$ cat src/rtl/adc_seq_pkg.sv
// Purpose: Shared constants and types of the delta-sigma converter sequencer
// Assumes: 200 MHz system clock, 32-bit AHB-Lite register bus
// Notes:   Register offsets are byte addresses, one aligned word each
package adc_seq_pkg;

	localparam int CLK_HZ      = 200_000_000;
	localparam int NOM_BITS    = 12;
	localparam int NOM_SPS     = 192_000;
	localparam int DECIM_NOM   = 1024;
	// Clock cycles per modulator bit at the nominal rate, rounded down
	localparam int MOD_DIV_RAW = CLK_HZ / (NOM_SPS * DECIM_NOM);
	localparam int MOD_DIV     = (MOD_DIV_RAW < 1) ? 1 : MOD_DIV_RAW;
	localparam int DIV_W       = 8;

	localparam int DEC_W       = 16;
	localparam int RES_W       = 24;
	localparam int AVG_W       = 8;
	localparam int MUX_W       = 4;
	localparam int FILL_N      = 4;
	localparam int FILL_W      = 3;

	localparam logic [7:0] OFS_CTRL     = 8'h00;
	localparam logic [7:0] OFS_STATUS   = 8'h04;
	localparam logic [7:0] OFS_RESULT   = 8'h08;
	localparam logic [7:0] OFS_DECIM    = 8'h0C;
	localparam logic [7:0] OFS_AVG      = 8'h10;
	localparam logic [7:0] OFS_INT_STAT = 8'h14;
	localparam logic [7:0] OFS_INT_MASK = 8'h18;

	localparam int CTRL_MODE_LSB = 0;
	localparam int CTRL_MUX_LSB  = 2;
	localparam int CTRL_START    = 8;
	localparam int CTRL_STOP     = 9;
	localparam int STAT_EOC      = 0;
	localparam int STAT_BUSY     = 1;

	localparam int INT_W    = 2;
	localparam int INT_DONE = 0;
	localparam int INT_OVR  = 1;

	localparam logic [DEC_W-1:0] DECIM_RST = 16'h0400;
	localparam logic [AVG_W-1:0] AVG_RST   = 8'h10;

	typedef enum logic [1:0]
	{
		MODE_SINGLE = 2'h0,
		MODE_FAST   = 2'h1,
		MODE_CONT   = 2'h2,
		MODE_AVG    = 2'h3
	} mode_t;

	typedef enum logic [3:0]
	{
		ST_IDLE  = 4'h1,
		ST_FLUSH = 4'h2,
		ST_RUN   = 4'h4,
		ST_HOLD  = 4'h8
	} state_t;

endpackage

$ cat src/rtl/adc_link_if.sv
// Purpose: Carries modulator bits, decimator results and averager results
// Assumes: All signals in the clk_i domain
// Notes:   One modport per party of the converter channel
`timescale 1ns/1ps
`default_nettype none
interface adc_link_if;
	import adc_seq_pkg::*;
	logic                tick;
	logic                mod_bit;
	logic                clear;
	logic [DEC_W-1:0]    ratio;
	logic [DEC_W-1:0]    res;
	logic                res_v;
	logic                avg_clear;
	logic [AVG_W-1:0]    avg_n;
	logic [RES_W-1:0]    avg_res;
	logic                avg_v;

	modport seq (output tick, mod_bit, clear, ratio, avg_clear, avg_n,
		input res, res_v, avg_res, avg_v);
	modport dec (input tick, mod_bit, clear, ratio, output res, res_v);
	modport avg (input res, res_v, avg_clear, avg_n, output avg_res, avg_v);
endinterface
`default_nettype wire

$ cat src/rtl/adc_decimator.sv
// Purpose: Turns the oversampled modulator bit stream into parallel results
// Assumes: One modulator bit per tick; ratio is bits per window
// Notes:   Output is the sum of the last four windows
`timescale 1ns/1ps
`default_nettype none
module adc_decimator
(
	input  wire logic   clk_i,
	input  wire logic   rst_i,
	adc_link_if.dec     lnk
);
	import adc_seq_pkg::*;

	logic [DEC_W-1:0]  cnt_q;
	logic [DEC_W-1:0]  ones_q;
	logic [DEC_W-1:0]  win_q [3];
	logic [FILL_W-1:0] fill_q;
	logic [DEC_W-1:0]  cur;
	logic [DEC_W+1:0]  sum;
	logic              wend;
	logic              full;

	// Window length follows the ratio; result width is fixed at DEC_W bits, saturating
	assign wend = lnk.tick && (cnt_q >= lnk.ratio - 16'h0001);
	assign cur  = ones_q + {{(DEC_W-1){1'b0}}, lnk.mod_bit};
	assign sum  = {2'b00, cur} + {2'b00, win_q[0]} + {2'b00, win_q[1]} + {2'b00, win_q[2]};
	assign full = (fill_q >= FILL_W'(FILL_N - 1));

	always_ff @(posedge clk_i or posedge rst_i)
	begin
		if (rst_i)
		begin
			cnt_q     <= '0;
			ones_q    <= '0;
			fill_q    <= '0;
			lnk.res   <= '0;
			lnk.res_v <= 1'b0;
		end
		else
		begin
			lnk.res_v <= 1'b0;
			if (lnk.clear)
			begin
				cnt_q  <= '0;
				ones_q <= '0;
				fill_q <= '0;
			end
			else if (wend)
			begin
				cnt_q  <= '0;
				ones_q <= '0;
				if (!full)
					fill_q <= fill_q + 3'h1;
				else
					fill_q <= FILL_W'(FILL_N);
				if (full)
				begin
					// From the fourth window after a clear on, every window gives a valid code
					lnk.res_v <= 1'b1;
					lnk.res   <= (|sum[DEC_W+1:DEC_W]) ? '1 : sum[DEC_W-1:0];
				end
			end
			else if (lnk.tick)
			begin
				cnt_q  <= cnt_q + 16'h0001;
				ones_q <= cur;
			end
		end
	end

	generate
		for (genvar i = 0; i < 3; i++)
		begin : g_win
			always_ff @(posedge clk_i or posedge rst_i)
			begin
				if (rst_i)
					win_q[i] <= '0;
				else if (lnk.clear)
					win_q[i] <= '0;
				else if (wend)
					win_q[i] <= (i == 0) ? cur : win_q[(i == 0) ? 0 : i-1];
			end
		end
	endgenerate
endmodule
`default_nettype wire

$ cat src/rtl/adc_avg_sinc1.sv
// Purpose: First-order sinc post filter for the averaging mode
// Assumes: avg_n of zero behaves as one
// Notes:   Sums avg_n decimator results into a wider result
`timescale 1ns/1ps
`default_nettype none
module adc_avg_sinc1
(
	input  wire logic   clk_i,
	input  wire logic   rst_i,
	adc_link_if.avg     lnk
);
	import adc_seq_pkg::*;

	logic [RES_W-1:0] acc_q;
	logic [AVG_W-1:0] cnt_q;
	logic [AVG_W-1:0] last;
	logic [RES_W-1:0] nxt;
	logic             done;

	assign last = (lnk.avg_n == '0) ? '0 : lnk.avg_n - 8'h01;
	assign nxt  = acc_q + {{(RES_W-DEC_W){1'b0}}, lnk.res};
	assign done = lnk.res_v && (cnt_q >= last);

	always_ff @(posedge clk_i or posedge rst_i)
	begin
		if (rst_i)
		begin
			acc_q       <= '0;
			cnt_q       <= '0;
			lnk.avg_res <= '0;
			lnk.avg_v   <= 1'b0;
		end
		else
		begin
			lnk.avg_v <= done && !lnk.avg_clear;
			if (lnk.avg_clear || done)
			begin
				acc_q <= '0;
				cnt_q <= '0;
			end
			else if (lnk.res_v)
			begin
				acc_q <= nxt;
				cnt_q <= cnt_q + 8'h01;
			end
			if (done)
				lnk.avg_res <= nxt;
		end
	end
endmodule
`default_nettype wire

$ cat src/rtl/adc_sequencer.sv
// Purpose: Conversion sequencer, decimator control and AHB-Lite registers
// Assumes: Modulator delivers one bit per mod_clk_en_o pulse; soc_i synchronous
// Notes:   Zero-wait-state slave, always OKAY; unmapped reads return zero
// Notes on behaviour
// - One operating mode at a time: single, fast filter, continuous or averaging.
// - Start bit write or start strobe begins a sequence in every mode.
// - End of conversion sets status and output, held until result is read.
// - Results depend on last four windows; invalid until fourth after input switch.
// - Single mode: standby, one conversion, capture, hold until read, standby.
// - Continuous mode resets the channel once, then runs until stopped.
// - Fast filter mode resets the channel and restarts after each result.
// - Averaging mode never resets the modulator between intermediate results.
// - Averaging mode sums decimator results in a sinc1 filter, into 24 bits.
// - Decimator converts the bit stream; its ratio sets resolution and rate.
// - Nominal setting gives 12-bit results at 192 ksps.
// - Start strobe is optional; continuous mode runs with it tied low.
//
// Implementation choices: the register offsets and the AHB-Lite slave port.
`timescale 1ns/1ps
`default_nettype none
module adc_sequencer
(
	input  wire logic                       clk_i,
	input  wire logic                       rst_i,
	input  wire logic                       hsel_i,
	input  wire logic [31:0]                haddr_i,
	input  wire logic [1:0]                 htrans_i,
	input  wire logic                       hwrite_i,
	input  wire logic [2:0]                 hsize_i,
	input  wire logic [31:0]                hwdata_i,
	input  wire logic                       hready_i,
	output logic      [31:0]                hrdata_o,
	output logic                            hreadyout_o,
	output logic                            hresp_o,
	input  wire logic                       soc_i,
	input  wire logic                       mod_bit_i,
	output logic                            mod_clk_en_o,
	output logic                            mod_rst_o,
	output logic      [adc_seq_pkg::MUX_W-1:0] mux_sel_o,
	output logic                            eoc_o,
	output logic                            irq_o
);
	import adc_seq_pkg::*;

	adc_link_if lnk ();

	adc_decimator u_dec
	(
		.clk_i (clk_i),
		.rst_i (rst_i),
		.lnk   (lnk.dec)
	);

	adc_avg_sinc1 u_avg
	(
		.clk_i (clk_i),
		.rst_i (rst_i),
		.lnk   (lnk.avg)
	);

	state_t            state_q;
	state_t            state_d;
	mode_t             mode_q;
	mode_t             run_mode_q;
	logic [MUX_W-1:0]  mux_q;
	logic [DEC_W-1:0]  decim_q;
	logic [AVG_W-1:0]  avg_n_q;
	logic [RES_W-1:0]  result_q;
	logic              eoc_q;
	logic [INT_W-1:0]  int_stat_q;
	logic [INT_W-1:0]  int_mask_q;
	logic [DIV_W-1:0]  div_q;
	logic              soc_q;
	logic              ap_wr_q;
	logic [7:0]        ap_addr_q;
	logic [31:0]       hrdata_q;
	mode_t             mode_new;

	// Bus decode
	wire               ap_go    = hsel_i && htrans_i[1] && hready_i;
	wire               ap_rd    = ap_go && !hwrite_i;
	wire               wr_ctrl  = ap_wr_q && (ap_addr_q == OFS_CTRL);
	wire               wr_decim = ap_wr_q && (ap_addr_q == OFS_DECIM);
	wire               wr_avg   = ap_wr_q && (ap_addr_q == OFS_AVG);
	wire               wr_istat = ap_wr_q && (ap_addr_q == OFS_INT_STAT);
	wire               wr_imask = ap_wr_q && (ap_addr_q == OFS_INT_MASK);
	wire               rd_res   = ap_rd && (haddr_i[7:0] == OFS_RESULT);
	wire [MUX_W-1:0]   mux_new  = hwdata_i[CTRL_MUX_LSB +: MUX_W];
	wire               mux_chg  = wr_ctrl && (mux_new != mux_q);

	// Triggers
	wire               soc_edge = soc_i && !soc_q;
	wire               start    = (wr_ctrl && hwdata_i[CTRL_START]) || soc_edge;
	wire               stop     = wr_ctrl && hwdata_i[CTRL_STOP];
	wire               busy     = (state_q != ST_IDLE);

	// Result posting
	wire               in_run   = (state_q == ST_RUN);
	wire               post_dec = in_run && (run_mode_q != MODE_AVG) && lnk.res_v;
	wire               post_avg = in_run && (run_mode_q == MODE_AVG) && lnk.avg_v;
	wire               post     = (post_dec || post_avg) && !stop;
	wire [RES_W-1:0]   post_val = post_avg ? lnk.avg_res
		: {{(RES_W-DEC_W){1'b0}}, lnk.res};

	wire [31:0]        rd_mux =
		(haddr_i[7:0] == OFS_CTRL)     ? {22'h0, 2'b00, 2'b00, mux_q, mode_q} :
		(haddr_i[7:0] == OFS_STATUS)   ? {30'h0, busy, eoc_q} :
		(haddr_i[7:0] == OFS_RESULT)   ? {8'h00, result_q} :
		(haddr_i[7:0] == OFS_DECIM)    ? {16'h0000, decim_q} :
		(haddr_i[7:0] == OFS_AVG)      ? {24'h000000, avg_n_q} :
		(haddr_i[7:0] == OFS_INT_STAT) ? {30'h0, int_stat_q} :
		(haddr_i[7:0] == OFS_INT_MASK) ? {30'h0, int_mask_q} : 32'h0000_0000;

	// Channel connections
	assign lnk.tick      = (div_q == '0);
	assign lnk.mod_bit   = mod_bit_i;
	// A new input selection flushes the decimator history
	assign lnk.clear     = (state_q == ST_FLUSH) || !busy || mux_chg;
	assign lnk.ratio     = decim_q;
	assign lnk.avg_clear = lnk.clear;
	assign lnk.avg_n     = avg_n_q;
	// A start written together with a mode runs in that mode
	assign mode_new      = mode_t'(hwdata_i[CTRL_MODE_LSB +: 2]);

	assign hrdata_o      = hrdata_q;
	assign hreadyout_o   = 1'b1;
	assign hresp_o       = 1'b0;
	assign mod_clk_en_o  = lnk.tick;
	// Modulator reset only in the flush state, so averaging sees one only at its start
	assign mod_rst_o     = (state_q == ST_FLUSH);
	assign mux_sel_o     = mux_q;
	assign eoc_o         = eoc_q;
	assign irq_o         = |(int_stat_q & int_mask_q);

	// Sequencer
	always_comb
	begin
		state_d = state_q;
		unique case (state_q)
			ST_IDLE:
				if (start)
					state_d = ST_FLUSH;
			ST_FLUSH:
				state_d = stop ? ST_IDLE : ST_RUN;
			ST_RUN:
				if (stop)
					state_d = ST_IDLE;
				else if (post)
				begin
					unique case (run_mode_q)
						MODE_SINGLE: state_d = ST_HOLD;
						MODE_FAST:   state_d = ST_FLUSH;
						MODE_CONT:   state_d = ST_RUN;
						MODE_AVG:    state_d = ST_RUN;
					endcase
				end
			ST_HOLD:
				if (rd_res || !eoc_q || stop)
					state_d = ST_IDLE;
			default:
				state_d = ST_IDLE;
		endcase
	end

	always_ff @(posedge clk_i or posedge rst_i)
	begin
		if (rst_i)
		begin
			state_q    <= ST_IDLE;
			run_mode_q <= MODE_SINGLE;
			soc_q      <= 1'b0;
			div_q      <= '0;
		end
		else
		begin
			state_q <= state_d;
			soc_q   <= soc_i;
			div_q   <= (div_q >= DIV_W'(MOD_DIV - 1)) ? '0 : div_q + 8'h01;
			if (state_q == ST_IDLE && start)
				run_mode_q <= wr_ctrl ? mode_new : mode_q;
		end
	end

	// Registers and bus
	always_ff @(posedge clk_i or posedge rst_i)
	begin
		if (rst_i)
		begin
			ap_wr_q   <= 1'b0;
			ap_addr_q <= '0;
			hrdata_q  <= '0;
			mode_q    <= MODE_SINGLE;
			mux_q     <= '0;
			decim_q   <= DECIM_RST;
			avg_n_q   <= AVG_RST;
			int_mask_q <= '0;
		end
		else
		begin
			ap_wr_q   <= ap_go && hwrite_i;
			ap_addr_q <= haddr_i[7:0];
			if (ap_rd)
				hrdata_q <= rd_mux;
			if (wr_ctrl)
			begin
				mode_q <= mode_new;
				mux_q  <= mux_new;
			end
			if (wr_decim)
				decim_q <= hwdata_i[DEC_W-1:0];
			if (wr_avg)
				avg_n_q <= hwdata_i[AVG_W-1:0];
			if (wr_imask)
				int_mask_q <= hwdata_i[INT_W-1:0];
		end
	end

	// End of conversion and sticky events; a new post wins over a clear
	always_ff @(posedge clk_i or posedge rst_i)
	begin
		if (rst_i)
		begin
			result_q   <= '0;
			eoc_q      <= 1'b0;
			int_stat_q <= '0;
		end
		else
		begin
			if (post)
			begin
				result_q <= post_val;
				eoc_q    <= 1'b1;
			end
			else if (rd_res)
				eoc_q <= 1'b0;
			int_stat_q[INT_DONE] <= post
				|| (int_stat_q[INT_DONE] && !(wr_istat && hwdata_i[INT_DONE]));
			int_stat_q[INT_OVR]  <= (post && eoc_q && !rd_res)
				|| (int_stat_q[INT_OVR] && !(wr_istat && hwdata_i[INT_OVR]));
		end
	end
endmodule
`default_nettype wire

$ cat config.mk
export PLATFORM = sky130hd
export DESIGN_NAME = adc_sequencer
export DESIGN_NICKNAME = d
export VERILOG_FILES = /design/src/rtl/adc_seq_pkg.sv /design/src/rtl/adc_link_if.sv /design/src/rtl/adc_decimator.sv /design/src/rtl/adc_avg_sinc1.sv /design/src/rtl/adc_sequencer.sv
export SDC_FILE = /design/constraint.sdc
export NUM_CORES = 1
export LEC_CHECK = 0
export ABC_AREA = 1
export BUFFER_PORTS_ARGS = -buffer_cell sky130_fd_sc_hd__buf_2
export CORE_UTILIZATION = 50
export DETAILED_ROUTE_END_ITERATION = 10
export PLACE_DENSITY = 0.77
export SYNTH_ARGS = -nofsm -noshare
export SYNTH_HDL_FRONTEND = slang
export SYNTH_SLANG_ARGS = --single-unit
$ cat constraint.sdc
create_clock -name clk_i -period 11.8 [get_ports clk_i]
set_clock_uncertainty 0.2 [all_clocks]
set_input_delay 0 -clock clk_i [delete_from_list [all_inputs] [get_ports clk_i]]
set_output_delay 0 -clock clk_i [all_outputs]
set_load 0.03 [all_outputs]
==> results.py <==
metrics = {
    "outcome": {
        "status": "complete, no violations",
    },
    "worst_setup_path": {
        "end_kind": "flop",
        "path_max_fanout": 15,
        "startpoint_type": "flop",
        "worst-path-buf-inv": 4,
        "cp.required_ns": 12.03,
        "r2r-start": "u_dec.ones_q[0]",
        "critPathKind": "reg2reg",
        "cp_data_arrival_time_ns": 5.61,
        "slowest_delay_ns": 0.49,
        "crit_start": "u_dec.ones_q[0]",
        "path_delay_family": "simple AND/OR/NAND/NOR gates",
        "cp_slowest_cell": "fa_1",
        "cp_common_cell": "nand2_1",
    },
    "placement": {
        "io_buffers": 62,
        "dpl.hpwl_mm": 28.2,
        "place_congestion": 0.912,
    },
    "synth": {
        "syn_avg_cell_area_um2": 7.50,
        "synth_top_family_by_area": "simple AND/OR/NAND/NOR gates",
        "ys_ff_latch": 256,
        "ys_warn_count": 0,
        "synth-simple-area-share_pct": 25.7,
        "synth.area.top_cells": "dfrtp_1 40%, nand2_1 14%, inv_1 7.8%",
        "synth_cell_types": 49,
        "async_reset_ff_share_pct": 100,
        "synth_common_cells": "598 x nand2_1, 329 x inv_1, 253 x dfrtp_1",
        "syn_inst": 2120,
        "synth_adder_area_share_pct": 8.84,
        "synthXorXnorAreaFrac_pct": 4.19,
        "synth_top_cell_by_area": "dfrtp_1",
        "syn_area_um2": 15900,
        "synth_seq_area_share_pct": 40.3,
        "synth_edf_count": 0,
        "synth_compound_area_share_pct": 10.4,
        "muxShareOfSynthArea_pct": 0,
        "synth.most_common_cell": "nand2_1",
        "synth_top_area_share_pct": 39.8,
        "ys.flop_type": "dfrtp_1",
    },
    "timing": {
        "slew_headroom_pct": 22.0,
        "setup_tns_ns": 0,
        "grt_setup_unrepaired": "no",
        "min_period_ns": 5.38,
        "post-route-period-util_pct": 45.6,
        "finalSetupViolations": 0,
        "whs_ns": 0.0499,
        "fmax_mhz": 186,
        "drv_slew": 0,
        "worst_pin_slew_ns": 1.17,
        "hold_viol": 0,
    },
    "final_layout": {
        "nets": 2386,
        "antenna_cells": 0,
        "regArea_um2": 6410,
        "n_fill_cell": 2718,
        "drive_above_1_share_pct": 7.71,
        "multi_input_area_um2": 7860,
        "area_delta_synth_final_pct": 11.7,
    },
    "floorplanning": {
        "placement_rows": 64,
        "chipWidth_um": 180,
        "dieArea_um2": 32500,
        "start_util_pct": 51.5,
        "io_pins": 118,
        "fp.dieH_um": 180,
        "coreArea_um2": 30900,
    },
    "clock_tree": {
        "cts_buffers": 29,
        "path_clk_slew_ns": 0.06,
        "insertion_delay_ns": 0.54,
        "cts-htree-levels": 1,
        "ctsResizeCount": 0,
        "cts_max_path_buffers": 3,
        "root_buffer": "clkbuf_16",
        "cts.sinks": 256,
        "cts_tree": "yes",
    },
    "global_routing": {
        "grt_max_degree": 100,
        "grt_pass1_wl_mm": 65.3,
        "grt_pass1_vias": 13600,
        "grt_use_total_pct": 24.3,
        "grt-ovfl-total": 0,
        "grt_antenna_before_repair": 0,
    },
    "detailed_routing": {
        "viasPerCell": 5.24,
        "dr.pass1.iters": 6,
        "drt-initial-drc-count": 1095,
        "route.detailed.drc": 0,
        "ant_nets": 0,
        "drt_wl_total_mm": 38.7,
        "vias": 13800,
        "routedWlPerCell_um": 14.7,
    },
    "pwr": {
        "ir_drop_v": 0.000122,
        "power_density_nw_per_um2": 117,
        "p_leak_uw": 0.00984,
    },
    "job": {
        "maxCapViolCount": 0,
    },
    "hold_path": {
        "min_path_type": "in2reg",
        "holdCritStartpoint": "hwdata_i[13]",
    },
}
[sequential cells by signal (all words and copies together), names as in the netlist, 8 cells and up]
name / cells
u_avg.acc_q: 24
ap_addr_q: 8
u_dec.win_q: 48
hrdata_o: 24
avg_n_q: 8
decim_q: 16
u_dec.lnk.res: 16
u_avg.cnt_q: 8
u_dec.ones_q: 16
u_avg.lnk.avg_res: 24
u_dec.cnt_q: 16
result_q: 24
[where the power goes]
part / internal (uW) / switching (uW)
Sequential: 907 / 32.4
Combinational: 91.3 / 162
Clock: 512 / 367
[kinds of logic after synthesis]
| family | after synthesis |
|---|---|
| XOR/XNOR | 76 |
| buffers and inverters | 402 |
| AO/OA/AOI/OAI | 313 |
| AND/OR/NAND/NOR | 970 |
| flip-flops | 256 |
| adder cells (fa/ha/maj) | 101 |
| other | 2 |
[worst register-to-register path: stages, from the launching register on]
cell	delay, ns
dfrtp_1	0.36
ha_1	0.19
nand2_1	0.10
nor2_1	0.39
nand2_1	0.14
xor2_1	0.24
inv_1	0.07
ha_1	0.33
nand2_1	0.12
inv_1	0.04
a21boi_0	0.37
nand3_1	0.25
nand2_1	0.11
nand2_1	0.07
xnor2_1	0.15
fa_1	0.49
inv_1	0.04
ha_1	0.39
nand2_1	0.14
inv_1	0.05
nand2_1	0.05
nand2_1	0.06
nand2_1	0.05
nand2_1	0.04
a21oi_1	0.19
nand3_2	0.29
o21ai_0	0.27
nand2_1	0.07
[final cells by class]
class,instances,area share [%]
Multi-Input combinational cell,1471,44.2
Sequential cell,256,36.1
Inverter,339,7.21
Clock buffer,40,4.66
Timing Repair Buffer,112,4.44
Tap cell,396,2.79
Clock inverter,13,0.599
[repair_timing]
item / 4_1_cts / 5_1_grt
hold buffers: 41 / 0
buffers inserted: 0 / 0
endpoints found under the hold margin: 180 / 0
[placed cells by master (no fill, tap or decap), types with 4 or more instances in the layout]
cell type / Yosys / layout
clkbuf_1: 15 / 5
clkbuf_16: 0 / 29
o21ai_1: 43 / 43
a21oi_1: 77 / 77
nor2_1: 184 / 184
nand3_2: 6 / 6
o21bai_1: 4 / 4
xor2_1: 62 / 62
nand4_1: 29 / 29
ha_1: 82 / 82
o21ai_0: 147 / 147
a31oi_1: 18 / 18
buf_4: 17 / 9
clkbuf_8: 0 / 6
nor3_1: 22 / 22
nor3_2: 11 / 11
xnor2_1: 14 / 14
a21o_1: 4 / 4
inv_1: 329 / 328
nor2_4: 5 / 5
conb_1: 2 / 11
fa_1: 19 / 19
clkinv_2: 0 / 8
buf_2: 14 / 62
dfrtp_1: 253 / 253
nand2_2: 7 / 7
nand3_1: 87 / 87
and2_1: 5 / 5
dlygate4sd3_1: 0 / 41
o22ai_1: 9 / 9
inv_2: 9 / 9
nand2_1: 598 / 598
[final timing paths]
kind,slack [ns],cells after the start,to
min,0.05,4,decim_q[13]
max in group asynchronous,8.38,6,u_avg.acc_q[23]
min reg2reg,0.28,2,hrdata_o[0]
max,6.42,27,u_dec.lnk.res[11]
max reg2reg,6.42,27,u_dec.lnk.res[11]
min in group asynchronous,0.57,4,u_dec.ones_q[0]
[layer usage]
layer / vias up / GRT usage [%] / part of all wire, %
met5: - / 0 / 0
li1: 6827 / - / -
met3: 70 / 2.95 / 5.1
met4: 0 / 7.73 / 2.8
met1: 6530 / 31.2 / 44
met2: 331 / 42.7 / 48
[per-stage QoR]
step	cell area, um2	instances	setup WS (ns)	power (uW)	utilization (%)
after floorplan	15900	2129	4.56	1130	-
after global placement	16400	2533	6.64	1190	53.1
after detailed placement	16400	2533	6.59	1200	53.1
after CTS	17800	2627	6.52	2090	57.5
after global routing	17800	2627	5.95	2160	57.5
final	17800	2627	6.42	2070	57.5
(Power assumes the default switching activity.)
